$ cat src/sowc_pkg.sv
// package: register map, field layout, reset values and watchdog counts
package sowc_pkg;

	// ----------------------------------------------------------------
	// register offsets
	// ----------------------------------------------------------------
	localparam logic [7:0] OFS_SYSTEM_OPTIONS_1 = 8'h00;
	localparam logic [7:0] OFS_SYSTEM_OPTIONS_2 = 8'h01;
	localparam logic [7:0] OFS_PART_ID_HIGH     = 8'h02;
	localparam logic [7:0] OFS_PART_ID_LOW      = 8'h03;
	localparam logic [7:0] OFS_RESET_STATUS_REG = 8'h04;

	// ----------------------------------------------------------------
	// field positions
	// ----------------------------------------------------------------
	localparam int WDOG_TIMEOUT_SEL_HI   = 7;
	localparam int WDOG_TIMEOUT_SEL_LO   = 6;
	localparam int STOP_ALLOW_BIT        = 5;
	localparam int TWOWIRE_PIN_LOC_BIT   = 3;
	localparam int WDOG_CLOCK_SEL_BIT    = 7;
	localparam int WDOG_WINDOW_MODE_BIT  = 6;
	localparam int CONV_TRIG_SRC_BIT     = 4;
	localparam int CLKOUT_DIVIDER_HI     = 2;
	localparam int CLKOUT_DIVIDER_LO     = 0;

	// implemented bits; the rest read as zero
	localparam logic [7:0] SYSTEM_OPTIONS_1_MASK = 8'hE8;
	localparam logic [7:0] SYSTEM_OPTIONS_2_MASK = 8'hD7;
	// write-once bits of the second option register
	localparam logic [7:0] SYSTEM_OPTIONS_2_ONCE = 8'hC0;

	// ----------------------------------------------------------------
	// reset values
	// ----------------------------------------------------------------
	localparam logic [7:0] SYSTEM_OPTIONS_1_RST = 8'h00;
	localparam logic [7:0] SYSTEM_OPTIONS_2_RST = 8'h00;

	// ----------------------------------------------------------------
	// service sequence bytes
	// ----------------------------------------------------------------
	localparam logic [7:0] SERVICE_FIRST  = 8'h55;
	localparam logic [7:0] SERVICE_SECOND = 8'hAA;

	// ----------------------------------------------------------------
	// watchdog counts
	// ----------------------------------------------------------------
	localparam int          WDOG_CNT_W     = 19;
	localparam logic [18:0] BUS_LIMIT_1    = 19'h02000;
	localparam logic [18:0] BUS_LIMIT_2    = 19'h10000;
	localparam logic [18:0] BUS_LIMIT_3    = 19'h40000;
	localparam logic [18:0] LPO_LIMIT_1    = 19'h00020;
	localparam logic [18:0] LPO_LIMIT_2    = 19'h00100;
	localparam logic [18:0] LPO_LIMIT_3    = 19'h00400;
	localparam logic [18:0] WINDOW_OPEN_1  = 19'h01800;
	localparam logic [18:0] WINDOW_OPEN_2  = 19'h0C000;
	localparam logic [18:0] WINDOW_OPEN_3  = 19'h30000;

	// ----------------------------------------------------------------
	// carriers
	// ----------------------------------------------------------------
	typedef struct packed {
		logic [7:0] addr;
		logic [7:0] wdata;
		logic       wr;
		logic       rd;
	} sowc_bus_req_t;

endpackage : sowc_pkg

$ cat src/sowc_cfg.sv
// system option registers with write-once watchdog configuration
//
// Function
// two-bit watchdog timeout field, option1 bits 7:6
// code zero disables; bus overflow 2^13/2^16/2^18
// 1 kHz overflow after 2^5/2^8/2^10 ticks
// bus-clock window opens at 6144/49152/196608 counts
// software services only in final quarter
// windowed: early reset-status write resets device
// option2 bit 6 write-once window mode
// option2 bit 7 write-once clock select
// option1 bit 5 write-once stop allow
// stop while disallowed forces illegal-opcode reset
// option1 bit 3 write-once two-wire pin location
// option2 bit 4 converter trigger source select
// nonzero divider outputs bus clock over 2N
// zero divider keeps clock output disabled
// option2 write-once bits take first write only
// read-only 12-bit part code over two registers
// high id upper nibble is hard revision
// option1 takes first write only, always readable
// 0x55 then 0xAA clears watchdog counter
// other value to reset-status causes watchdog reset
// counter restarts on service, overflow requests reset
//
// Chosen here: strobed register access and the address map.
`timescale 1ns/100ps

module sowc_cfg #(
	parameter logic [11:0] PART_CODE = 12'h5A3,	// arbitrary value
	parameter logic [3:0]  REVISION  = 4'h1	// arbitrary value
) (
	input  wire logic                  MCLK,
	input  wire logic                  RST_N,
	input  wire logic                  CE,
	input  wire sowc_pkg::sowc_bus_req_t BUS_REQ,
	output logic [7:0]                 RDATA,
	input  wire logic                  LPO_TICK,
	input  wire logic                  STOP_REQ,
	output logic                       STOP_ENTER,
	output logic                       ILLEGAL_OP_RST,
	output logic                       WDOG_RST,
	output logic                       TWOWIRE_ON_PORT_E,
	input  wire logic                  CONV_HW_TRIGGER_ON,
	input  wire logic                  RTC_OVERFLOW,
	input  wire logic                  IRQ_PIN_EVENT,
	output logic                       CONV_HW_TRIGGER,
	output logic                       PORT_A_BIT0_OUT,
	output logic                       PORT_A_BIT0_OE
);

	// ----------------------------------------------------------------
	// state
	// ----------------------------------------------------------------
	// service sequence progress
	typedef enum logic [0:0] {
		SVC_IDLE,
		SVC_ARMED
	} sowc_svc_t;

	typedef struct packed {
		logic [7:0]                      opt1;
		logic                            opt1_done;
		logic [7:0]                      opt2;
		logic                            opt2_done;
		// one bit wider than the longest overflow count, so 2^18 fits
		logic [sowc_pkg::WDOG_CNT_W-1:0] wd_cnt;
		sowc_svc_t                       svc;
		logic                            wd_rst;
		logic                            ilop_rst;
		logic                            stop_go;
		logic [7:0]                      rdata;
		logic [2:0]                      div_cnt;
		logic                            clk_out;
		logic                            trig;
	} sowc_state_t;

	sowc_state_t st_q;
	sowc_state_t st_d;

	// ----------------------------------------------------------------
	// helpers
	// ----------------------------------------------------------------
	// overflow count for a timeout code and count source; zero when off
	function automatic logic [sowc_pkg::WDOG_CNT_W-1:0] overflow_limit(
		input logic       bus_clk,
		input logic [1:0] code
	);
		logic [sowc_pkg::WDOG_CNT_W-1:0] lim;
		lim = '0;
		if (bus_clk) begin
			case (code)
				2'h1:    lim = sowc_pkg::BUS_LIMIT_1;
				2'h2:    lim = sowc_pkg::BUS_LIMIT_2;
				2'h3:    lim = sowc_pkg::BUS_LIMIT_3;
				default: lim = '0;
			endcase
		end else begin
			case (code)
				2'h1:    lim = sowc_pkg::LPO_LIMIT_1;
				2'h2:    lim = sowc_pkg::LPO_LIMIT_2;
				2'h3:    lim = sowc_pkg::LPO_LIMIT_3;
				default: lim = '0;
			endcase
		end
		return lim;
	endfunction : overflow_limit

	// first count at which a windowed service is legal
	function automatic logic [sowc_pkg::WDOG_CNT_W-1:0] window_open(
		input logic [1:0] code
	);
		logic [sowc_pkg::WDOG_CNT_W-1:0] w;
		w = '0;
		case (code)
			2'h1:    w = sowc_pkg::WINDOW_OPEN_1;
			2'h2:    w = sowc_pkg::WINDOW_OPEN_2;
			2'h3:    w = sowc_pkg::WINDOW_OPEN_3;
			default: w = '0;
		endcase
		return w;
	endfunction : window_open

	// masked write that keeps frozen bits at their stored value
	function automatic logic [7:0] guarded_write(
		input logic [7:0] old_val,
		input logic [7:0] new_val,
		input logic [7:0] impl_mask,
		input logic [7:0] frozen_mask
	);
		logic [7:0] v;
		v = new_val & impl_mask;
		v = (v & ~frozen_mask) | (old_val & frozen_mask);
		return v;
	endfunction : guarded_write

	// register read mux; unmapped and write-only addresses read zero
	function automatic logic [7:0] read_value(
		input logic [7:0] addr,
		input logic [7:0] opt1,
		input logic [7:0] opt2
	);
		logic [7:0] v;
		v = 8'h00;
		case (addr)
			sowc_pkg::OFS_SYSTEM_OPTIONS_1: v = opt1;
			sowc_pkg::OFS_SYSTEM_OPTIONS_2: v = opt2;
			sowc_pkg::OFS_PART_ID_HIGH:     v = {REVISION, PART_CODE[11:8]};
			sowc_pkg::OFS_PART_ID_LOW:      v = PART_CODE[7:0];
			default:                        v = 8'h00;
		endcase
		return v;
	endfunction : read_value

	// one strobe aimed at one register address
	function automatic logic addr_hit(
		input logic       strobe,
		input logic [7:0] addr,
		input logic [7:0] ofs
	);
		return strobe && (addr == ofs);
	endfunction : addr_hit

	// converter trigger; the source select only matters while enabled
	function automatic logic trigger_select(
		input logic enable,
		input logic use_irq,
		input logic rtc_ovf,
		input logic irq_evt
	);
		logic t;
		t = 1'b0;
		if (enable) begin
			t = use_irq ? irq_evt : rtc_ovf;
		end
		return t;
	endfunction : trigger_select

	// ----------------------------------------------------------------
	// decoded fields
	// ----------------------------------------------------------------
	// watchdog
	logic [1:0]                      timeout_sel;
	logic                            clock_sel;
	logic                            window_mode;
	logic                            wd_enabled;
	logic                            wd_step;
	logic [sowc_pkg::WDOG_CNT_W-1:0] wd_limit;
	logic [sowc_pkg::WDOG_CNT_W-1:0] wd_last;
	logic                            wd_expired;
	logic                            win_closed;

	// register bus
	logic                            wr_opt1;
	logic                            wr_opt2;
	logic                            wr_srs;
	logic [7:0]                      opt2_frozen;

	// clock output
	logic [2:0]                      divider;
	logic                            clkout_wrap;

	always_comb begin
		timeout_sel = st_q.opt1[sowc_pkg::WDOG_TIMEOUT_SEL_HI:sowc_pkg::WDOG_TIMEOUT_SEL_LO];
		clock_sel   = st_q.opt2[sowc_pkg::WDOG_CLOCK_SEL_BIT];
		window_mode = st_q.opt2[sowc_pkg::WDOG_WINDOW_MODE_BIT];
		wd_enabled  = (timeout_sel != 2'h0);
		wd_step     = wd_enabled && (clock_sel || LPO_TICK);
		wd_limit    = overflow_limit(clock_sel, timeout_sel);
		wd_last     = wd_limit - {{(sowc_pkg::WDOG_CNT_W-1){1'b0}}, 1'b1};
		wd_expired  = wd_step && (st_q.wd_cnt >= wd_last);
		// the window only exists with the bus clock as count source
		win_closed  = window_mode && clock_sel
			&& (st_q.wd_cnt < window_open(timeout_sel));
		wr_opt1     = addr_hit(BUS_REQ.wr, BUS_REQ.addr, sowc_pkg::OFS_SYSTEM_OPTIONS_1);
		wr_opt2     = addr_hit(BUS_REQ.wr, BUS_REQ.addr, sowc_pkg::OFS_SYSTEM_OPTIONS_2);
		wr_srs      = addr_hit(BUS_REQ.wr, BUS_REQ.addr, sowc_pkg::OFS_RESET_STATUS_REG);
		opt2_frozen = st_q.opt2_done ? sowc_pkg::SYSTEM_OPTIONS_2_ONCE : 8'h00;
		divider     = st_q.opt2[sowc_pkg::CLKOUT_DIVIDER_HI:sowc_pkg::CLKOUT_DIVIDER_LO];
		clkout_wrap = (st_q.div_cnt >= divider - 3'h1);
	end

	// ----------------------------------------------------------------
	// next state
	// ----------------------------------------------------------------
	always_comb begin
		st_d          = st_q;
		st_d.wd_rst   = 1'b0;
		st_d.ilop_rst = 1'b0;
		st_d.stop_go  = 1'b0;
		st_d.rdata    = 8'h00;

		// ------------------------------------------------------------
		// option writes; option 1 locks whole, option 2 its once-bits
		// ------------------------------------------------------------
		if (wr_opt1 && !st_q.opt1_done) begin
			st_d.opt1      = guarded_write(st_q.opt1, BUS_REQ.wdata,
				sowc_pkg::SYSTEM_OPTIONS_1_MASK, 8'h00);
			st_d.opt1_done = 1'b1;
		end
		if (wr_opt2) begin
			st_d.opt2      = guarded_write(st_q.opt2, BUS_REQ.wdata,
				sowc_pkg::SYSTEM_OPTIONS_2_MASK, opt2_frozen);
			st_d.opt2_done = 1'b1;
		end

		// ------------------------------------------------------------
		// read data, one cycle after the strobe
		// ------------------------------------------------------------
		if (BUS_REQ.rd) begin
			st_d.rdata = read_value(BUS_REQ.addr, st_q.opt1, st_q.opt2);
		end

		// ------------------------------------------------------------
		// watchdog count and overflow
		// ------------------------------------------------------------
		if (wd_step) begin
			if (wd_expired) begin
				st_d.wd_cnt = '0;
				st_d.wd_rst = 1'b1;
			end else begin
				st_d.wd_cnt = st_q.wd_cnt + {{(sowc_pkg::WDOG_CNT_W-1){1'b0}}, 1'b1};
			end
		end
		if (!wd_enabled) begin
			st_d.wd_cnt = '0;
			st_d.svc    = SVC_IDLE;
		end

		// ------------------------------------------------------------
		// service sequence and its violations
		// ------------------------------------------------------------
		if (wr_srs && wd_enabled) begin
			if (win_closed) begin
				// early write in window mode
				st_d.wd_rst = 1'b1;
				st_d.wd_cnt = '0;
				st_d.svc    = SVC_IDLE;
			end else begin
				case (st_q.svc)
					SVC_IDLE: begin
						if (BUS_REQ.wdata == sowc_pkg::SERVICE_FIRST) begin
							st_d.svc = SVC_ARMED;
						end else if (BUS_REQ.wdata != sowc_pkg::SERVICE_SECOND) begin
							st_d.wd_rst = 1'b1;
							st_d.wd_cnt = '0;
						end
					end
					SVC_ARMED: begin
						if (BUS_REQ.wdata == sowc_pkg::SERVICE_SECOND) begin
							st_d.wd_cnt = '0;
							st_d.wd_rst = 1'b0;
							st_d.svc    = SVC_IDLE;
						end else if (BUS_REQ.wdata != sowc_pkg::SERVICE_FIRST) begin
							st_d.wd_rst = 1'b1;
							st_d.wd_cnt = '0;
							st_d.svc    = SVC_IDLE;
						end
					end
					default: begin
						st_d.svc = SVC_IDLE;
					end
				endcase
			end
		end

		// ------------------------------------------------------------
		// stop instruction check
		// ------------------------------------------------------------
		if (STOP_REQ) begin
			if (st_q.opt1[sowc_pkg::STOP_ALLOW_BIT]) begin
				st_d.stop_go = 1'b1;
			end else begin
				st_d.ilop_rst = 1'b1;
			end
		end

		// ------------------------------------------------------------
		// converter trigger routing
		// ------------------------------------------------------------
		st_d.trig = trigger_select(CONV_HW_TRIGGER_ON, st_q.opt2[sowc_pkg::CONV_TRIG_SRC_BIT],
			RTC_OVERFLOW, IRQ_PIN_EVENT);

		// ------------------------------------------------------------
		// divided clock: toggles every N bus cycles, so period is 2N
		// ------------------------------------------------------------
		if (divider == 3'h0) begin
			st_d.div_cnt = 3'h0;
			st_d.clk_out = 1'b0;
		end else if (clkout_wrap) begin
			st_d.div_cnt = 3'h0;
			st_d.clk_out = ~st_q.clk_out;
		end else begin
			st_d.div_cnt = st_q.div_cnt + 3'h1;
		end
	end

	// ----------------------------------------------------------------
	// registers
	// ----------------------------------------------------------------
	always_ff @(posedge MCLK or negedge RST_N) begin
		if (!RST_N) begin
			st_q.opt1      <= sowc_pkg::SYSTEM_OPTIONS_1_RST;
			st_q.opt1_done <= 1'b0;
			st_q.opt2      <= sowc_pkg::SYSTEM_OPTIONS_2_RST;
			st_q.opt2_done <= 1'b0;
			st_q.wd_cnt    <= '0;
			st_q.svc       <= SVC_IDLE;
			st_q.wd_rst    <= 1'b0;
			st_q.ilop_rst  <= 1'b0;
			st_q.stop_go   <= 1'b0;
			st_q.rdata     <= 8'h00;
			st_q.div_cnt   <= 3'h0;
			st_q.clk_out   <= 1'b0;
			st_q.trig      <= 1'b0;
		end else if (CE) begin
			st_q <= st_d;
		end
	end

	// ----------------------------------------------------------------
	// register outputs
	// ----------------------------------------------------------------
	always_comb begin
		RDATA           = st_q.rdata;
		WDOG_RST        = st_q.wd_rst;
		ILLEGAL_OP_RST  = st_q.ilop_rst;
		STOP_ENTER      = st_q.stop_go;
		CONV_HW_TRIGGER = st_q.trig;
	end

	// ----------------------------------------------------------------
	// pin routing outputs
	// ----------------------------------------------------------------
	always_comb begin
		TWOWIRE_ON_PORT_E = st_q.opt1[sowc_pkg::TWOWIRE_PIN_LOC_BIT];
		PORT_A_BIT0_OUT   = st_q.clk_out;
		PORT_A_BIT0_OE    = (divider != 3'h0);
	end

endmodule : sowc_cfg

$ cat config.mk
export PLATFORM = sky130hd
export DESIGN_NAME = sowc_cfg
export DESIGN_NICKNAME = d
export VERILOG_FILES = /design/src/sowc_pkg.sv /design/src/sowc_cfg.sv
export SDC_FILE = /design/constraint.sdc
export NUM_CORES = 1
export LEC_CHECK = 0
export BUFFER_PORTS_ARGS = -buffer_cell sky130_fd_sc_hd__buf_4
export CORE_ASPECT_RATIO = 1.4
export CORE_MARGIN = 5
export CORE_UTILIZATION = 35
export CTS_BUF_LIST = sky130_fd_sc_hd__clkbuf_4 sky130_fd_sc_hd__clkbuf_8
export CTS_CLUSTER_DIAMETER = 150
export DETAILED_ROUTE_END_ITERATION = 6
export GPL_TIMING_DRIVEN = 0
export PLACE_DENSITY = 0.64
export SLEW_MARGIN = 20
export SYNTH_ARGS = -nofsm -noshare
export SYNTH_HDL_FRONTEND = slang
export SYNTH_SLANG_ARGS = --single-unit
$ cat constraint.sdc
create_clock -name MCLK -period 3.4 [get_ports MCLK]
set_input_delay 0.68 -clock MCLK [delete_from_list [all_inputs] [get_ports MCLK]]
set_output_delay 0.68 -clock MCLK [all_outputs]
set_load 0.05 [all_outputs]
# After elaboration in Yosys (flattened, before gate mapping)
# Cells that the tools add are included.
[op_classes]
n_addsub = 4
mul = 0
div = 0
n_lt_le_gt_ge = 3
n_eq_ne = 11
shifts = 0
n_mux = 30
bitwise_logic = 6
n_reduce_logical = 19
[op_table]
columns = ["cell", "count"]
rows = [
  ["$mux W19", 5],
  ["$mux W21", 4],
  ["$pmux W19 S3", 1],
  ["$pmux W18 S3", 1],
  ["$pmux W21 S2", 1],
  ["$pmux W11 S3", 1],
  ["$pmux W8 S4", 1],
  ["$mux W20", 1],
  ["$add A19 B1 Y19 const B", 1],
  ["$ge A19 B19 Y1", 1],
  ["$lt A19 B19 Y1", 1],
  ["$sub A19 B1 Y19 const B", 1],
  ["$and A8 B8 Y8", 2],
  ["$eq A8 B2 Y1 const B", 2],
  ["$mux W8", 2],
  ["$mux W1", 10],
  ["$logic_and A1 B1 Y1", 9],
  ["$eq A8 B1 Y1 const B", 1],
  ["$eq A8 B3 Y1 const B", 1],
  ["$eq A8 B7 Y1 const B", 1],
  ["$eq A8 B8 Y1 const B", 1],
  ["$logic_not A8 Y1", 1],
  ["$ne A8 B7 Y1 const B", 1],
  ["$ne A8 B8 Y1 const B", 1],
  ["17 further kinds", 22],
]
[word_totals]
register_bits = 50
latch_bits = 0
mem_bits_rw = 0
rom_bits = 0
in_bits = 26
out_inout_bits = 15
wordCells = 86
memories = 0

# Logic depth before layout (Yosys ltp)
# Gate-level depths: netlist of the first run.
[logic_depth]
ltp_word = 14
depth_mapped = 13
mapped_depth_nobuf = 11

# Least setup slack after synthesis of the first run
# Ideal clock, no wire load.
[synth_timing]
path_type = "register to register"
startpoint = "reg st_q[52] in the netlist's numbering"
endpoint = "reg st_q[29] in the netlist's numbering"
arrival_ns = 2.875
t_required_ns = 3.333
path_slack_ns = 0.458
path_stages_with_launch = 13
path_cell_list = "dfrtp_1 -> buf_2 -> nand2b_1 -> or2_2 -> ha_1 -> ha_1 -> a211oi_1 -> o21bai_1 -> a211oi_1 -> o22ai_1 -> buf_2 -> nor3_1 -> a22o_1"
[synth_via]
elab_chain_cells = 14
[synth_rtl]
columns = ["item", "line", "text"]
rows = [
  ["from (decl)", "sowc_cfg.sv:78", "sowc_state_t st_q;"],
  ["from (signal assigned)", "sowc_cfg.sv:357", "st_q <= st_d;"],
  ["$eq A2 B2 Y1 / $eq A2 B1 Y1 (equally long branches)", "sowc_cfg.sv:92, sowc_cfg.sv:99, sowc_cfg.sv:115", ""],
  ["$pmux W11 S3 / $pmux W19 S3 (equally long branches)", "sowc_cfg.sv:99, sowc_cfg.sv:92", ""],
  ["$mux W19", "sowc_cfg.sv:91", "if (bus_clk) begin"],
  ["$sub A19 B1 Y19", "sowc_cfg.sv:210", "wd_last = wd_limit - {{(sowc_pkg::WDOG_CNT_W-1){1'b0}}, 1'b1};"],
  ["$ge A19 B19 Y1", "sowc_cfg.sv:211", "wd_expired = wd_step && (st_q.wd_cnt >= wd_last);"],
  ["$logic_and A1 B1 Y1", "sowc_cfg.sv:211", ""],
  ["$mux W19", "sowc_cfg.sv:258", "if (wd_expired) begin"],
  ["$mux W19", "sowc_cfg.sv:257", "if (wd_step) begin"],
  ["$mux W20", "sowc_cfg.sv:265", "if (!wd_enabled) begin"],
  ["$mux W21 / $mux W19 (equally long branches)", "sowc_cfg.sv:294, sowc_cfg.sv:284", ""],
  ["$mux W21 / $mux W19 (equally long branches)", "sowc_cfg.sv:290, sowc_cfg.sv:282", ""],
  ["$pmux W21 S2", "sowc_cfg.sv:280", "case (st_q.svc)"],
  ["$mux W21", "sowc_cfg.sv:274", "if (win_closed) begin"],
  ["$mux W21 (*)", "sowc_cfg.sv:273", "if (wr_srs && wd_enabled) begin"],
]
# Every way passes the cells marked *; elsewhere a longest branch is shown, timed or not.
# A chain may end at the register's enable or synchronous reset.

# Final worst setup path of the first run
[layout_timing]
startpoint = "reg st_q[52] in the netlist's numbering"
endpoint = "reg st_q[28] in the netlist's numbering"
# Same word-level chain as after synthesis.

==> impl_metrics.prom, run 1 <==
# TYPE chip_impl_metric gauge
chip_impl_metric{name="numCtsBuffers",unit=""} 5
chip_impl_metric{name="final_period_minus_worst_setup_slack",unit="ns"} 3.18
chip_impl_metric{name="post_layout_utilization_of_the_core",unit="%"} 41.9
chip_impl_info{name="critical_path_class",value="flop to flop"} 1
chip_impl_info{name="worst_setup_path_end_kind",value="flop"} 1
chip_impl_metric{name="clk_pin_slew_worst_paths",unit="ns"} 0.09
chip_impl_metric{name="clk-insertion-delay-late",unit="ns"} 0.32
chip_impl_metric{name="dpl-instance-area",unit="mm2"} 0.00367
chip_impl_metric{name="clock-skew-final",unit="ns"} 0.00792
chip_impl_metric{name="synth_area_in_compound_gates",unit="%"} 19.0
chip_impl_metric{name="muxShareOfSynthArea",unit="%"} 4.01
chip_impl_metric{name="top_level_ports",unit=""} 41
chip_impl_info{name="synth_common_cells",value="sky130_fd_sc_hd__dfrtp_1 (48), sky130_fd_sc_hd__nand2_1 (28), sky130_fd_sc_hd__ha_1 (27)"} 1
chip_impl_info{name="clock_tree.root_cell",value="sky130_fd_sc_hd__clkbuf_8"} 1
chip_impl_metric{name="die-height",unit="um"} 124
chip_impl_metric{name="ys_async_sr_fraction",unit="%"} 100
chip_impl_metric{name="io_buffer_count",unit=""} 38
chip_impl_metric{name="setup_tns",unit="ns"} 0
chip_impl_metric{name="diodes",unit=""} 0
chip_impl_metric{name="layout_worst_path_cycle_share",unit="%"} 93.5
chip_impl_metric{name="setup_viol_count_final",unit=""} 0
chip_impl_info{name="synth-main-ff-cell",value="sky130_fd_sc_hd__dfrtp_1"} 1
chip_impl_metric{name="final_cell_area",unit="mm2"} 0.00378
chip_impl_metric{name="cellPowerDensity",unit="mW/mm2"} 333
chip_impl_metric{name="postRouteAntennaNets",unit=""} 0
chip_impl_metric{name="p_sw_share",unit="%"} 30.8
chip_impl_metric{name="max-vdd-ir-drop",unit="mV"} 0.207
chip_impl_metric{name="tightestPinTransition",unit="ns"} 0.632
chip_impl_metric{name="final-hold-violation-count",unit=""} 0
chip_impl_metric{name="post-synth-top-area-fraction",unit="%"} 37.0
chip_impl_metric{name="htree_levels",unit=""} 2
chip_impl_metric{name="power.share.clock",unit="%"} 30.6
chip_impl_metric{name="dr_total_vias",unit=""} 2822
chip_impl_metric{name="layout.nets",unit=""} 449
chip_impl_metric{name="total_leakage_power",unit="nW"} 1.76
chip_impl_metric{name="die_w",unit="um"} 91.4
chip_impl_metric{name="number_of_synthesized_register_bits",unit=""} 48
chip_impl_metric{name="routed_wirelength",unit="um"} 8460
chip_impl_info{name="outcome",value="finished, final reports clean"} 1
chip_impl_metric{name="synthXorXnorAreaFrac",unit="%"} 0.809
chip_impl_info{name="worstSetupStartpointType",value="flop"} 1
chip_impl_info{name="tritoncts",value="built"} 1
chip_impl_metric{name="post_route_cells_drive_above_1_share",unit="%"} 20.9
chip_impl_metric{name="slew_headroom",unit="%"} 57.9
chip_impl_metric{name="netlist-cell-type-count",unit=""} 60
chip_impl_metric{name="number_of_warnings_printed_during_yosys_synthesis",unit=""} 0
chip_impl_metric{name="drv_cap",unit=""} 0
chip_impl_metric{name="worstPathMaxFanout",unit=""} 10
chip_impl_metric{name="grt_overflow",unit=""} 0
chip_impl_metric{name="synthSimpleGateAreaFrac",unit="%"} 23.2
chip_impl_info{name="cp_cell_sequence",value="buf_2, nand2b_1, or2_2, ha_1, o211ai_1, ha_1, nand4_1, or4_1, o22ai_1, buf_2, o31ai_1, a22o_1"} 1
chip_impl_info{name="critical-path-slowest-cell",value="sky130_fd_sc_hd__or4_1"} 1
chip_impl_metric{name="synthesis.instances",unit=""} 351
chip_impl_metric{name="final-max-slew-violation-count",unit=""} 0
chip_impl_info{name="synth_top_family_by_area",value="simple AND/OR/NAND/NOR gates"} 1
chip_impl_metric{name="seq_area_frac_synth",unit="%"} 37.0
chip_impl_metric{name="max_freq",unit="MHz"} 315
chip_impl_metric{name="synth-edff-count",unit=""} 0
chip_impl_metric{name="initial_antenna_violation_count",unit=""} 0
chip_impl_metric{name="area_growth_syn_to_layout",unit="%"} 16.4
chip_impl_metric{name="floorplan.die_area",unit="mm2"} 0.0113
chip_impl_metric{name="floorplan.core_area",unit="mm2"} 0.00903
chip_impl_info{name="min-delay-path-class",value="primary input to async pin"} 1
chip_impl_metric{name="grt_first_pass_wirelength",unit="um"} 14300
chip_impl_metric{name="hold-worst-slack",unit="ns"} 0.369
chip_impl_metric{name="hpwlAfterDp",unit="um"} 6440
chip_impl_metric{name="avgSynthCellArea",unit="um2"} 9.25
chip_impl_metric{name="post-route-drc-count",unit=""} 0
chip_impl_metric{name="grt_max_degree",unit=""} 49
chip_impl_metric{name="syn_area",unit="mm2"} 0.00325
chip_impl_metric{name="viasPerCell",unit=""} 5.60
chip_impl_info{name="rsz0062_at_grt",value="false"} 1
chip_impl_metric{name="worst_path_buf_inv",unit=""} 2
chip_impl_metric{name="start_util",unit="%"} 36.0
chip_impl_metric{name="first_global_vias",unit=""} 2847
chip_impl_metric{name="detail_route.iter0.violations",unit=""} 89
chip_impl_info{name="synth_area_leaders",value="sky130_fd_sc_hd__dfrtp_1 (37%), sky130_fd_sc_hd__ha_1 (10%), sky130_fd_sc_hd__o2bb2ai_1 (4.0%)"} 1
chip_impl_metric{name="power.share.combinational",unit="%"} 20.0
chip_impl_metric{name="mappedNetlistNets",unit=""} 404
chip_impl_metric{name="netSwitchingPower",unit="mW"} 0.388
chip_impl_metric{name="crit_path_max_cell_delay",unit="ns"} 0.54
chip_impl_metric{name="post_drt_wl_per_cell",unit="um"} 16.8
chip_impl_info{name="synth_top_area_cell",value="sky130_fd_sc_hd__dfrtp_1"} 1
chip_impl_info{name="most_used_standard_cell_by_instance_count_after_synthesis",value="sky130_fd_sc_hd__dfrtp_1"} 1
chip_impl_metric{name="clock_sinks",unit=""} 48
chip_impl_metric{name="drt_pass1_iterations",unit=""} 4
chip_impl_metric{name="holdBufCountCts",unit=""} 0
chip_impl_metric{name="std_cell_rows",unit=""} 41
chip_impl_metric{name="cellInternalPower",unit="mW"} 0.872
chip_impl_metric{name="share_seq_of_total_power",unit="%"} 49.4
chip_impl_metric{name="grtUsageTotal",unit="%"} 16.0
chip_impl_info{name="cp_top_family",value="simple AND/OR/NAND/NOR gates"} 1
chip_impl_metric{name="adder_cell_fraction_of_synth_area",unit="%"} 10.4
chip_impl_metric{name="ctsLongestPathBuffers",unit=""} 2
chip_impl_metric{name="gp_congestion",unit=""} 0.843
chip_impl_metric{name="required",unit="ns"} 3.61
chip_impl_metric{name="worstPathArrival",unit="ns"} 3.39
-- kinds of logic after synthesis --
kind of cell | count (synthesis)
multiplexers | 12
AND/OR/NAND/NOR | 134
adder cells (fa/ha/maj) | 27
XOR/XNOR | 3
AO/OA/AOI/OAI | 88
buffers and inverters | 39
flip-flops | 48
-- cells in the final DEF, fill, tap and decap left out, types with 2 or more instances in the layout --
| master | n |
|---|---|
| sky130_fd_sc_hd__dfrtp_1 | 48 |
| sky130_fd_sc_hd__buf_4 | 46 |
| sky130_fd_sc_hd__nand2_1 | 28 |
| sky130_fd_sc_hd__ha_1 | 27 |
| sky130_fd_sc_hd__nor2_1 | 25 |
| sky130_fd_sc_hd__o21ai_0 | 20 |
| sky130_fd_sc_hd__inv_1 | 17 |
| sky130_fd_sc_hd__a21oi_1 | 15 |
| sky130_fd_sc_hd__nand3_1 | 15 |
| sky130_fd_sc_hd__nor3_1 | 15 |
| sky130_fd_sc_hd__o2bb2ai_1 | 15 |
| sky130_fd_sc_hd__nand4_1 | 11 |
| sky130_fd_sc_hd__clkbuf_1 | 8 |
| sky130_fd_sc_hd__mux2_2 | 8 |
| sky130_fd_sc_hd__o31ai_1 | 7 |
| sky130_fd_sc_hd__a22o_1 | 6 |
| sky130_fd_sc_hd__clkbuf_8 | 6 |
| sky130_fd_sc_hd__buf_2 | 5 |
| sky130_fd_sc_hd__nand2b_1 | 4 |
| sky130_fd_sc_hd__or2_2 | 4 |
| sky130_fd_sc_hd__o211ai_1 | 4 |
| sky130_fd_sc_hd__nor4bb_1 | 4 |
| sky130_fd_sc_hd__mux2i_1 | 4 |
| sky130_fd_sc_hd__o22ai_1 | 3 |
| sky130_fd_sc_hd__a21o_1 | 3 |
| sky130_fd_sc_hd__nor4_1 | 3 |
| sky130_fd_sc_hd__xnor2_1 | 2 |
| sky130_fd_sc_hd__or4_1 | 2 |
| sky130_fd_sc_hd__and4_1 | 2 |
| sky130_fd_sc_hd__nor3_4 | 2 |
| sky130_fd_sc_hd__or3_1 | 2 |
| sky130_fd_sc_hd__nand3b_1 | 2 |
| sky130_fd_sc_hd__and3_1 | 2 |
-- final timing paths --
| kind | endpoint | depth (start not counted) | from | slack (ns) |
|---|---|---|---|---|
| max in group asynchronous | st_q[27]$_DFFE_PN0P_ | 1 | RST_N | 2.60 |
| worst min register to register | st_q[36]$_DFFE_PN0P_ | 1 | st_q[36]$_DFFE_PN0P_ | 0.47 |
| worst max-delay path | st_q[28]$_DFFE_PN0P_ | 12 | st_q[52]$_DFFE_PN0P_ | 0.22 |
| min in group MCLK | st_q[36]$_DFFE_PN0P_ | 1 | st_q[36]$_DFFE_PN0P_ | 0.47 |
| worst max register to register | st_q[28]$_DFFE_PN0P_ | 12 | st_q[52]$_DFFE_PN0P_ | 0.22 |
| worst min-delay path | RDATA[3]$_DFFE_PN0P_ | 1 | RST_N | 0.37 |
-- power groups by stage --
stage | Clock [mW] | Combinational [mW] | Sequential (mW)
final | 0.385 | 0.252 | 0.623
after global routing | 0.417 | 0.289 | 0.629
after CTS | 0.393 | 0.256 | 0.623
after detailed placement | 0 | 0.255 | 0.634
after global placement | 0 | 0.248 | 0.633
after floorplan | 0 | 0.134 | 0.661
-- layout make-up --
| type | instances | area (um2) |
|---|---|---|
| Sequential cell | 48 | 1200 |
| Tap cell | 107 | 134 |
| Multi-Input combinational cell | 264 | 1880 |
| Clock inverter | 1 | 7.51 |
| Inverter | 18 | 67.6 |
| Clock buffer | 7 | 90.1 |
| Fill cell | 895 | 5250 |
| Timing Repair Buffer | 38 | 285 |
| Buffer | 21 | 115 |
-- flip-flops by register name, summed over array words and instances (netlist names), named ones only --
register,cells
divider,3
TWOWIRE_ON_PORT_E,1
RDATA,8
PORT_A_BIT0_OUT,1
st_q,29
CONV_HW_TRIGGER,1
ILLEGAL_OP_RST,1
WDOG_RST,1
STOP_ENTER,1
-- stage by stage --
stage / power, mW / std cells / setup slack (ns)
after floorplan: 0.795 / 351 / 0.458
after global placement: 0.881 / 496 / -0.0323
after detailed placement: 0.889 / 496 / -0.0763
after CTS: 1.27 / 504 / 0.152
after global routing: 1.34 / 504 / 0.0228
final: 1.26 / 504 / 0.221
-- routing by layer --
layer	track usage, %	vias up	routed length [um]
li1	-	1399	-
met1	18.6	1342	3410
met2	29.1	73	4520
met3	2.96	8	423
met4	5.69	0	106
met5	0	-	0
-- worst register-to-register path, stage by stage (launching register included) --
cell and delay (ns):
sky130_fd_sc_hd__dfrtp_1 0.38, sky130_fd_sc_hd__buf_2 0.19, sky130_fd_sc_hd__nand2b_1 0.22, sky130_fd_sc_hd__or2_2 0.30, sky130_fd_sc_hd__ha_1 0.23, sky130_fd_sc_hd__o211ai_1 0.10
sky130_fd_sc_hd__ha_1 0.16, sky130_fd_sc_hd__nand4_1 0.13, sky130_fd_sc_hd__or4_1 0.54, sky130_fd_sc_hd__o22ai_1 0.16, sky130_fd_sc_hd__buf_2 0.28, sky130_fd_sc_hd__o31ai_1 0.12
sky130_fd_sc_hd__a22o_1 0.26
-- what timing repair did --
item,in CTS,in global routing
endpoints found under the setup margin,6,15
resized for setup,1,3
setup buffers,0,0
Power figures use the tool's default switching activity.
==> run 2, diff against run 1 <==
--- a/config.mk
+++ b/config.mk
@@ -6,7 +6,6 @@
 export NUM_CORES = 1
 export LEC_CHECK = 0
 export BUFFER_PORTS_ARGS = -buffer_cell sky130_fd_sc_hd__buf_4
-export CORE_ASPECT_RATIO = 1.4
 export CORE_MARGIN = 5
 export CORE_UTILIZATION = 35
 export CTS_BUF_LIST = sky130_fd_sc_hd__clkbuf_4 sky130_fd_sc_hd__clkbuf_8
==> impl_metrics.prom, run 2 (synthesis results as in run 1) <==
# TYPE chip_impl_metric gauge
chip_impl_info{name="outcome",value="finished, final reports clean"} 1
chip_impl_metric{name="post_layout_utilization_of_the_core",unit="%"} 41.8
chip_impl_metric{name="drt_pass1_iterations",unit=""} 4
chip_impl_metric{name="worstPathMaxFanout",unit=""} 10
chip_impl_info{name="topRoutingLayerUsed",value="met4"} 1
chip_impl_metric{name="setup_viol_count_final",unit=""} 0
chip_impl_metric{name="dpl-instance-area",unit="mm2"} 0.00367
chip_impl_metric{name="post-route-drc-count",unit=""} 0
chip_impl_info{name="setup.worst_path.start",value="st_q[52]$_DFFE_PN0P_"} 1
chip_impl_metric{name="io_buffer_count",unit=""} 38
chip_impl_metric{name="hpwlAfterDp",unit="um"} 6540
chip_impl_metric{name="setup_tns",unit="ns"} 0
chip_impl_metric{name="numCtsBuffers",unit=""} 5
chip_impl_metric{name="m1WireLength",unit="um"} 3800
chip_impl_metric{name="htree_levels",unit=""} 2
chip_impl_metric{name="final-max-slew-violation-count",unit=""} 0
chip_impl_metric{name="die-height",unit="um"} 106
chip_impl_metric{name="worstPathArrival",unit="ns"} 3.44
chip_impl_metric{name="largest_register_ffs",unit=""} 29
chip_impl_metric{name="ctsLongestPathBuffers",unit=""} 2
chip_impl_info{name="worst_setup_path_end_kind",value="flop"} 1
chip_impl_metric{name="clk-insertion-delay-late",unit="ns"} 0.31
chip_impl_metric{name="hold-worst-slack",unit="ns"} 0.373
chip_impl_metric{name="routed-wl-met2",unit="um"} 4280
chip_impl_info{name="layout.cells.most_common",value="sky130_fd_sc_hd__dfrtp_1"} 1
chip_impl_metric{name="diodes",unit=""} 0
chip_impl_metric{name="grtUsageTotal",unit="%"} 15.8
chip_impl_info{name="most-common-layout-cells",value="sky130_fd_sc_hd__dfrtp_1 (48), sky130_fd_sc_hd__buf_4 (46), sky130_fd_sc_hd__nand2_1 (28)"} 1
chip_impl_metric{name="dr_total_vias",unit=""} 2878
chip_impl_metric{name="clk_pin_slew_worst_paths",unit="ns"} 0.10
chip_impl_metric{name="met3WireLength",unit="um"} 409
chip_impl_metric{name="tightestPinTransition",unit="ns"} 0.643
chip_impl_metric{name="final_period_minus_worst_setup_slack",unit="ns"} 3.22
chip_impl_metric{name="drv_cap",unit=""} 0
chip_impl_metric{name="floorplan.core_area",unit="mm2"} 0.00915
chip_impl_info{name="tritoncts",value="built"} 1
chip_impl_metric{name="post_route_cells_drive_above_1_share",unit="%"} 21.0
chip_impl_info{name="clock_tree.root_cell",value="sky130_fd_sc_hd__clkbuf_8"} 1
chip_impl_metric{name="grt_max_degree",unit=""} 49
chip_impl_info{name="critical_path_class",value="flop to flop"} 1
chip_impl_metric{name="detail_route.iter0.violations",unit=""} 126
chip_impl_metric{name="total_leakage_power",unit="nW"} 1.78
chip_impl_metric{name="layout.nets",unit=""} 448
chip_impl_metric{name="slew_headroom",unit="%"} 57.1
chip_impl_metric{name="layout_worst_path_cycle_share",unit="%"} 94.6
chip_impl_metric{name="required",unit="ns"} 3.62
chip_impl_metric{name="grt_first_pass_wirelength",unit="um"} 14400
chip_impl_metric{name="die_w",unit="um"} 106
chip_impl_metric{name="final-hold-violation-count",unit=""} 0
chip_impl_info{name="critical_path.reg2reg.startpoint",value="st_q[52]$_DFFE_PN0P_"} 1
chip_impl_metric{name="viasPerCell",unit=""} 5.68
chip_impl_metric{name="p_total",unit="mW"} 1.41
chip_impl_info{name="worstSetupStartpointType",value="flop"} 1
chip_impl_metric{name="routed_wirelength",unit="um"} 8610
chip_impl_metric{name="clock_sinks",unit=""} 48
chip_impl_metric{name="clock-skew-final",unit="ns"} 0.00650
chip_impl_metric{name="max_freq",unit="MHz"} 311
chip_impl_metric{name="floorplan.die_area",unit="mm2"} 0.0113
chip_impl_info{name="min-delay-path-class",value="primary input to async pin"} 1
chip_impl_metric{name="gp_congestion",unit=""} 0.833
chip_impl_metric{name="r2r.worst_path.cells",unit=""} 12
chip_impl_info{name="max_flop_register",value="st_q"} 1
chip_impl_metric{name="area_growth_syn_to_layout",unit="%"} 17.8
chip_impl_metric{name="post-cts-setup-buffers",unit=""} 0
chip_impl_metric{name="top_level_ports",unit=""} 41
chip_impl_metric{name="holdBufCountCts",unit=""} 0
chip_impl_metric{name="initial_antenna_violation_count",unit=""} 0
chip_impl_info{name="rsz0062_at_grt",value="false"} 1
chip_impl_metric{name="post_drt_wl_per_cell",unit="um"} 17.0
chip_impl_metric{name="first_global_vias",unit=""} 2884
chip_impl_metric{name="cellPowerDensity",unit="mW/mm2"} 367
chip_impl_metric{name="start_util",unit="%"} 35.5
chip_impl_metric{name="std_cell_rows",unit=""} 35
chip_impl_metric{name="postRouteAntennaNets",unit=""} 0
chip_impl_metric{name="final_cell_area",unit="mm2"} 0.00383
chip_impl_metric{name="max-vdd-ir-drop",unit="mV"} 0.311
chip_impl_metric{name="grt_overflow",unit=""} 0
==> run 2: cell count changes in the layout (fill, tap and decap cells not counted), sizes merged <==
cell and change:
buf -1, inv +1, clkbuf -2, bufinv +2, clkinvlp -1
==> run 2: cell type report <==
cell class              count  area (um2)
inverters                  18        67.6
flip-flops and latches     48        1200
plain buffers              20         114
clock buffers               5        68.8
fillers                   889        5330
repair buffers             38         285
clock inverters             3        68.8
well taps                 111         139
multi-input cells         264        1880
==> run 2: power breakdown <==
part	internal (mW)	total, mW	leakage (nW)	switching, mW
registers	0.601	0.623	0.651	0.0224
clock network	0.297	0.523	0.0687	0.226
logic	0.0984	0.259	1.06	0.160
total	0.996	1.41	1.78	0.409
==> run 2: path summary, 6_finish.rpt <==
kind	endpoint	slack (ns)
worst max-delay path	st_q[27]$_DFFE_PN0P_	0.18
worst min-delay path	st_q[21]$_DFFE_PN0P_	0.37
worst max register to register	st_q[27]$_DFFE_PN0P_	0.18
worst min register to register	st_q[45]$_DFFE_PN0P_	0.48
max in group asynchronous	st_q[16]$_DFFE_PN0P_	2.58
min in group MCLK	st_q[45]$_DFFE_PN0P_	0.48
==> run 2: repair_timing <==
action                                  CTS  global route
cloned                                    0             0
endpoints found under the setup margin    6            19
resized for setup                         1             4
pin swaps                                 0             0
==> run 2: per-stage QoR <==
step	setup slack [ns]	cells
after floorplan	0.458	351
after global placement	-0.110	500
after detailed placement	-0.127	500
after CTS	0.0927	508
after global routing	0.00555	507
final	0.182	507
==> run 2: worst max-delay path, stage by stage (launching register included) <==
cell	delay [ns]
sky130_fd_sc_hd__dfrtp_1	0.39
sky130_fd_sc_hd__buf_2	0.19
sky130_fd_sc_hd__nand2b_1	0.22
sky130_fd_sc_hd__or2_2	0.30
sky130_fd_sc_hd__ha_1	0.28
sky130_fd_sc_hd__ha_1	0.31
sky130_fd_sc_hd__a211oi_1	0.26
sky130_fd_sc_hd__o21bai_1	0.14
sky130_fd_sc_hd__a211oi_2	0.18
sky130_fd_sc_hd__o22ai_1	0.12
sky130_fd_sc_hd__clkbuf_4	0.22
sky130_fd_sc_hd__o21a_2	0.29
sky130_fd_sc_hd__nor3_1	0.25
==> run 2: routing by layer <==
| layer | up-vias | track usage [%] |
|---|---|---|
| li1 | 1400 | - |
| met1 | 1407 | 20.2 |
| met2 | 61 | 27.5 |
| met3 | 10 | 3.28 |
| met4 | 0 | 3.33 |
| met5 | - | 0 |
==> run 3, diff against run 2 <==
--- a/config.mk
+++ b/config.mk
@@ -6,12 +6,12 @@
 export NUM_CORES = 1
 export LEC_CHECK = 0
 export BUFFER_PORTS_ARGS = -buffer_cell sky130_fd_sc_hd__buf_4
+export CAP_MARGIN = 30
 export CORE_MARGIN = 5
 export CORE_UTILIZATION = 35
 export CTS_BUF_LIST = sky130_fd_sc_hd__clkbuf_4 sky130_fd_sc_hd__clkbuf_8
 export CTS_CLUSTER_DIAMETER = 150
 export DETAILED_ROUTE_END_ITERATION = 6
-export GPL_TIMING_DRIVEN = 0
 export PLACE_DENSITY = 0.64
 export SLEW_MARGIN = 20
 export SYNTH_ARGS = -nofsm -noshare
==> impl_metrics.prom, run 3 (synthesis results as in run 1) <==
# TYPE chip_impl_metric gauge
chip_impl_metric{name="hpwlAfterDp",unit="um"} 6160
chip_impl_metric{name="fill_cells",unit=""} 902
chip_impl_metric{name="htree_levels",unit=""} 2
chip_impl_info{name="critical_path_class",value="flop to flop"} 1
chip_impl_metric{name="die_w",unit="um"} 106
chip_impl_metric{name="tightestPinTransition",unit="ns"} 0.624
chip_impl_metric{name="setup_tns",unit="ns"} 0
chip_impl_metric{name="holdBufCountCts",unit=""} 0
chip_impl_info{name="worstSetupStartpointType",value="flop"} 1
chip_impl_info{name="rsz0062_at_grt",value="false"} 1
chip_impl_metric{name="grt_max_degree",unit=""} 49
chip_impl_info{name="max_flop_register",value="st_q"} 1
chip_impl_metric{name="total_leakage_power",unit="nW"} 1.72
chip_impl_metric{name="layout_worst_path_cycle_share",unit="%"} 89.2
chip_impl_metric{name="final_period_minus_worst_setup_slack",unit="ns"} 3.03
chip_impl_metric{name="cellPowerDensity",unit="mW/mm2"} 338
chip_impl_info{name="outcome",value="finished, final reports clean"} 1
chip_impl_metric{name="post_route_cells_drive_above_1_share",unit="%"} 19.5
chip_impl_metric{name="numCtsBuffers",unit=""} 5
chip_impl_metric{name="grtUsageTotal",unit="%"} 14.7
chip_impl_metric{name="post_drt_wl_per_cell",unit="um"} 16.4
chip_impl_info{name="clock_tree.root_cell",value="sky130_fd_sc_hd__clkbuf_8"} 1
chip_impl_metric{name="std_cell_rows",unit=""} 35
chip_impl_metric{name="cellInternalPower",unit="mW"} 0.867
chip_impl_metric{name="grt_overflow",unit=""} 0
chip_impl_metric{name="p_total",unit="mW"} 1.25
chip_impl_metric{name="ctsLongestPathBuffers",unit=""} 2
chip_impl_metric{name="floorplan.die_area",unit="mm2"} 0.0113
chip_impl_metric{name="final-max-slew-violation-count",unit=""} 0
chip_impl_metric{name="gp_congestion",unit=""} 0.853
chip_impl_metric{name="diodes",unit=""} 0
chip_impl_info{name="min-delay-path-class",value="primary input to async pin"} 1
chip_impl_metric{name="final_cell_area",unit="mm2"} 0.00371
chip_impl_metric{name="slew_headroom",unit="%"} 58.4
chip_impl_info{name="layout.cells.most_common",value="sky130_fd_sc_hd__dfrtp_1"} 1
chip_impl_metric{name="share_seq_of_total_power",unit="%"} 49.8
chip_impl_metric{name="post-route-worst-setup-slack",unit="ns"} 0.368
chip_impl_metric{name="setup_viol_count_final",unit=""} 0
chip_impl_metric{name="post-route-drc-count",unit=""} 0
chip_impl_metric{name="final-hold-violation-count",unit=""} 0
chip_impl_metric{name="clock_sinks",unit=""} 48
chip_impl_metric{name="max_freq",unit="MHz"} 330
chip_impl_metric{name="regArea",unit="mm2"} 0.00120
chip_impl_metric{name="first_global_vias",unit=""} 2785
chip_impl_metric{name="multi_input_area",unit="mm2"} 0.00186
chip_impl_metric{name="post_layout_utilization_of_the_core",unit="%"} 40.6
chip_impl_metric{name="clk-insertion-delay-late",unit="ns"} 0.31
chip_impl_metric{name="dpl-instance-area",unit="mm2"} 0.00362
chip_impl_metric{name="layout.nets",unit=""} 436
chip_impl_metric{name="io_buffer_count",unit=""} 40
chip_impl_metric{name="largest_register_ffs",unit=""} 29
chip_impl_metric{name="post-place-ws",unit="ns"} 0.393
chip_impl_info{name="most-common-layout-cells",value="sky130_fd_sc_hd__dfrtp_1 (48), sky130_fd_sc_hd__buf_4 (46), sky130_fd_sc_hd__nand2_1 (28)"} 1
chip_impl_metric{name="dr_total_vias",unit=""} 2779
chip_impl_metric{name="routed_wirelength",unit="um"} 8120
chip_impl_info{name="tritoncts",value="built"} 1
chip_impl_metric{name="worstPathArrival",unit="ns"} 3.27
chip_impl_metric{name="clock-skew-final",unit="ns"} 0.0132
chip_impl_metric{name="area_growth_syn_to_layout",unit="%"} 14.3
chip_impl_metric{name="max-vdd-ir-drop",unit="mV"} 0.290
chip_impl_metric{name="postRouteAntennaNets",unit=""} 0
chip_impl_metric{name="power.share.combinational",unit="%"} 20.4
chip_impl_metric{name="floorplan.core_area",unit="mm2"} 0.00915
chip_impl_metric{name="power.share.clock",unit="%"} 29.9
chip_impl_metric{name="p_sw_share",unit="%"} 30.9
chip_impl_metric{name="worstPathMaxFanout",unit=""} 11
chip_impl_metric{name="viasPerCell",unit=""} 5.61
chip_impl_metric{name="grt_first_pass_wirelength",unit="um"} 13500
chip_impl_info{name="worst_setup_path_end_kind",value="flop"} 1
chip_impl_metric{name="start_util",unit="%"} 35.5
chip_impl_metric{name="drt_pass1_iterations",unit=""} 4
chip_impl_metric{name="drv_cap",unit=""} 0
chip_impl_metric{name="top_level_ports",unit=""} 41
chip_impl_metric{name="netSwitchingPower",unit="mW"} 0.388
chip_impl_metric{name="cts-resized-gates",unit=""} 0
chip_impl_metric{name="required",unit="ns"} 3.64
chip_impl_metric{name="initial_antenna_violation_count",unit=""} 0
chip_impl_metric{name="die-height",unit="um"} 106
chip_impl_metric{name="clk_pin_slew_worst_paths",unit="ns"} 0.09
chip_impl_metric{name="detail_route.iter0.violations",unit=""} 111
chip_impl_metric{name="post-cts-setup-buffers",unit=""} 0
run 3: final timing paths:
kind	slack, ns	start	depth (start not counted)	end
worst max-delay path	0.37	st_q[53]$_DFFE_PN0P_	11	st_q[34]$_DFFE_PN0P_
worst min-delay path	0.38	RST_N	1	st_q[28]$_DFFE_PN0P_
worst max register to register	0.37	st_q[53]$_DFFE_PN0P_	11	st_q[34]$_DFFE_PN0P_
worst min register to register	0.47	st_q[36]$_DFFE_PN0P_	1	st_q[36]$_DFFE_PN0P_
max in group asynchronous	2.60	RST_N	1	st_q[52]$_DFFE_PN0P_
min in group MCLK	0.47	st_q[36]$_DFFE_PN0P_	1	st_q[36]$_DFFE_PN0P_
run 3: layer usage:
layer	up-vias	track usage (%)	part of all wire, %	wire (um)
met3	18	3.04	4.2	339
li1	1369	-	-	-
met2	63	24.2	47	3830
met5	-	0	0	0
met4	0	4.07	1.7	138
met1	1329	19.5	47	3810
run 3: power groups by stage:
stage	clock (mW)	combinational [mW]	sequential, mW
final	0.374	0.256	0.624
after global routing	0.409	0.285	0.628
after global placement	0	0.248	0.634
after CTS	0.384	0.258	0.624
after floorplan	0	0.134	0.661
after detailed placement	0	0.257	0.635
run 3: final cells by class:
| type | instances | share of cell area (%) |
|---|---|---|
| Clock buffer | 6 | 2.22 |
| Clock inverter | 2 | 0.371 |
| Inverter | 18 | 1.82 |
| Multi-Input combinational cell | 264 | 50.2 |
| Sequential cell | 48 | 32.3 |
| Tap cell | 111 | 3.74 |
| Timing Repair Buffer | 46 | 9.30 |
run 3: worst max-delay path, stage by stage, from the launching register on:
cell                        delay (ns)
sky130_fd_sc_hd__dfrtp_1          0.45
sky130_fd_sc_hd__nand2b_1         0.19
sky130_fd_sc_hd__or2_2            0.30
sky130_fd_sc_hd__ha_1             0.30
sky130_fd_sc_hd__ha_1             0.31
sky130_fd_sc_hd__a211oi_1         0.25
sky130_fd_sc_hd__o21bai_1         0.10
sky130_fd_sc_hd__a211oi_1         0.21
sky130_fd_sc_hd__o22ai_1          0.10
sky130_fd_sc_hd__buf_4            0.19
sky130_fd_sc_hd__or2_2            0.39
sky130_fd_sc_hd__o2bb2ai_1        0.17
run 3: metrics by stage:
stage          instances  hold slack (ns)
5_1_grt              495            0.435
2_1_floorplan        351            0.384
3_3_place_gp         487            0.444
3_5_place_dp         487            0.449
6_report             495            0.381
4_1_cts              495            0.410
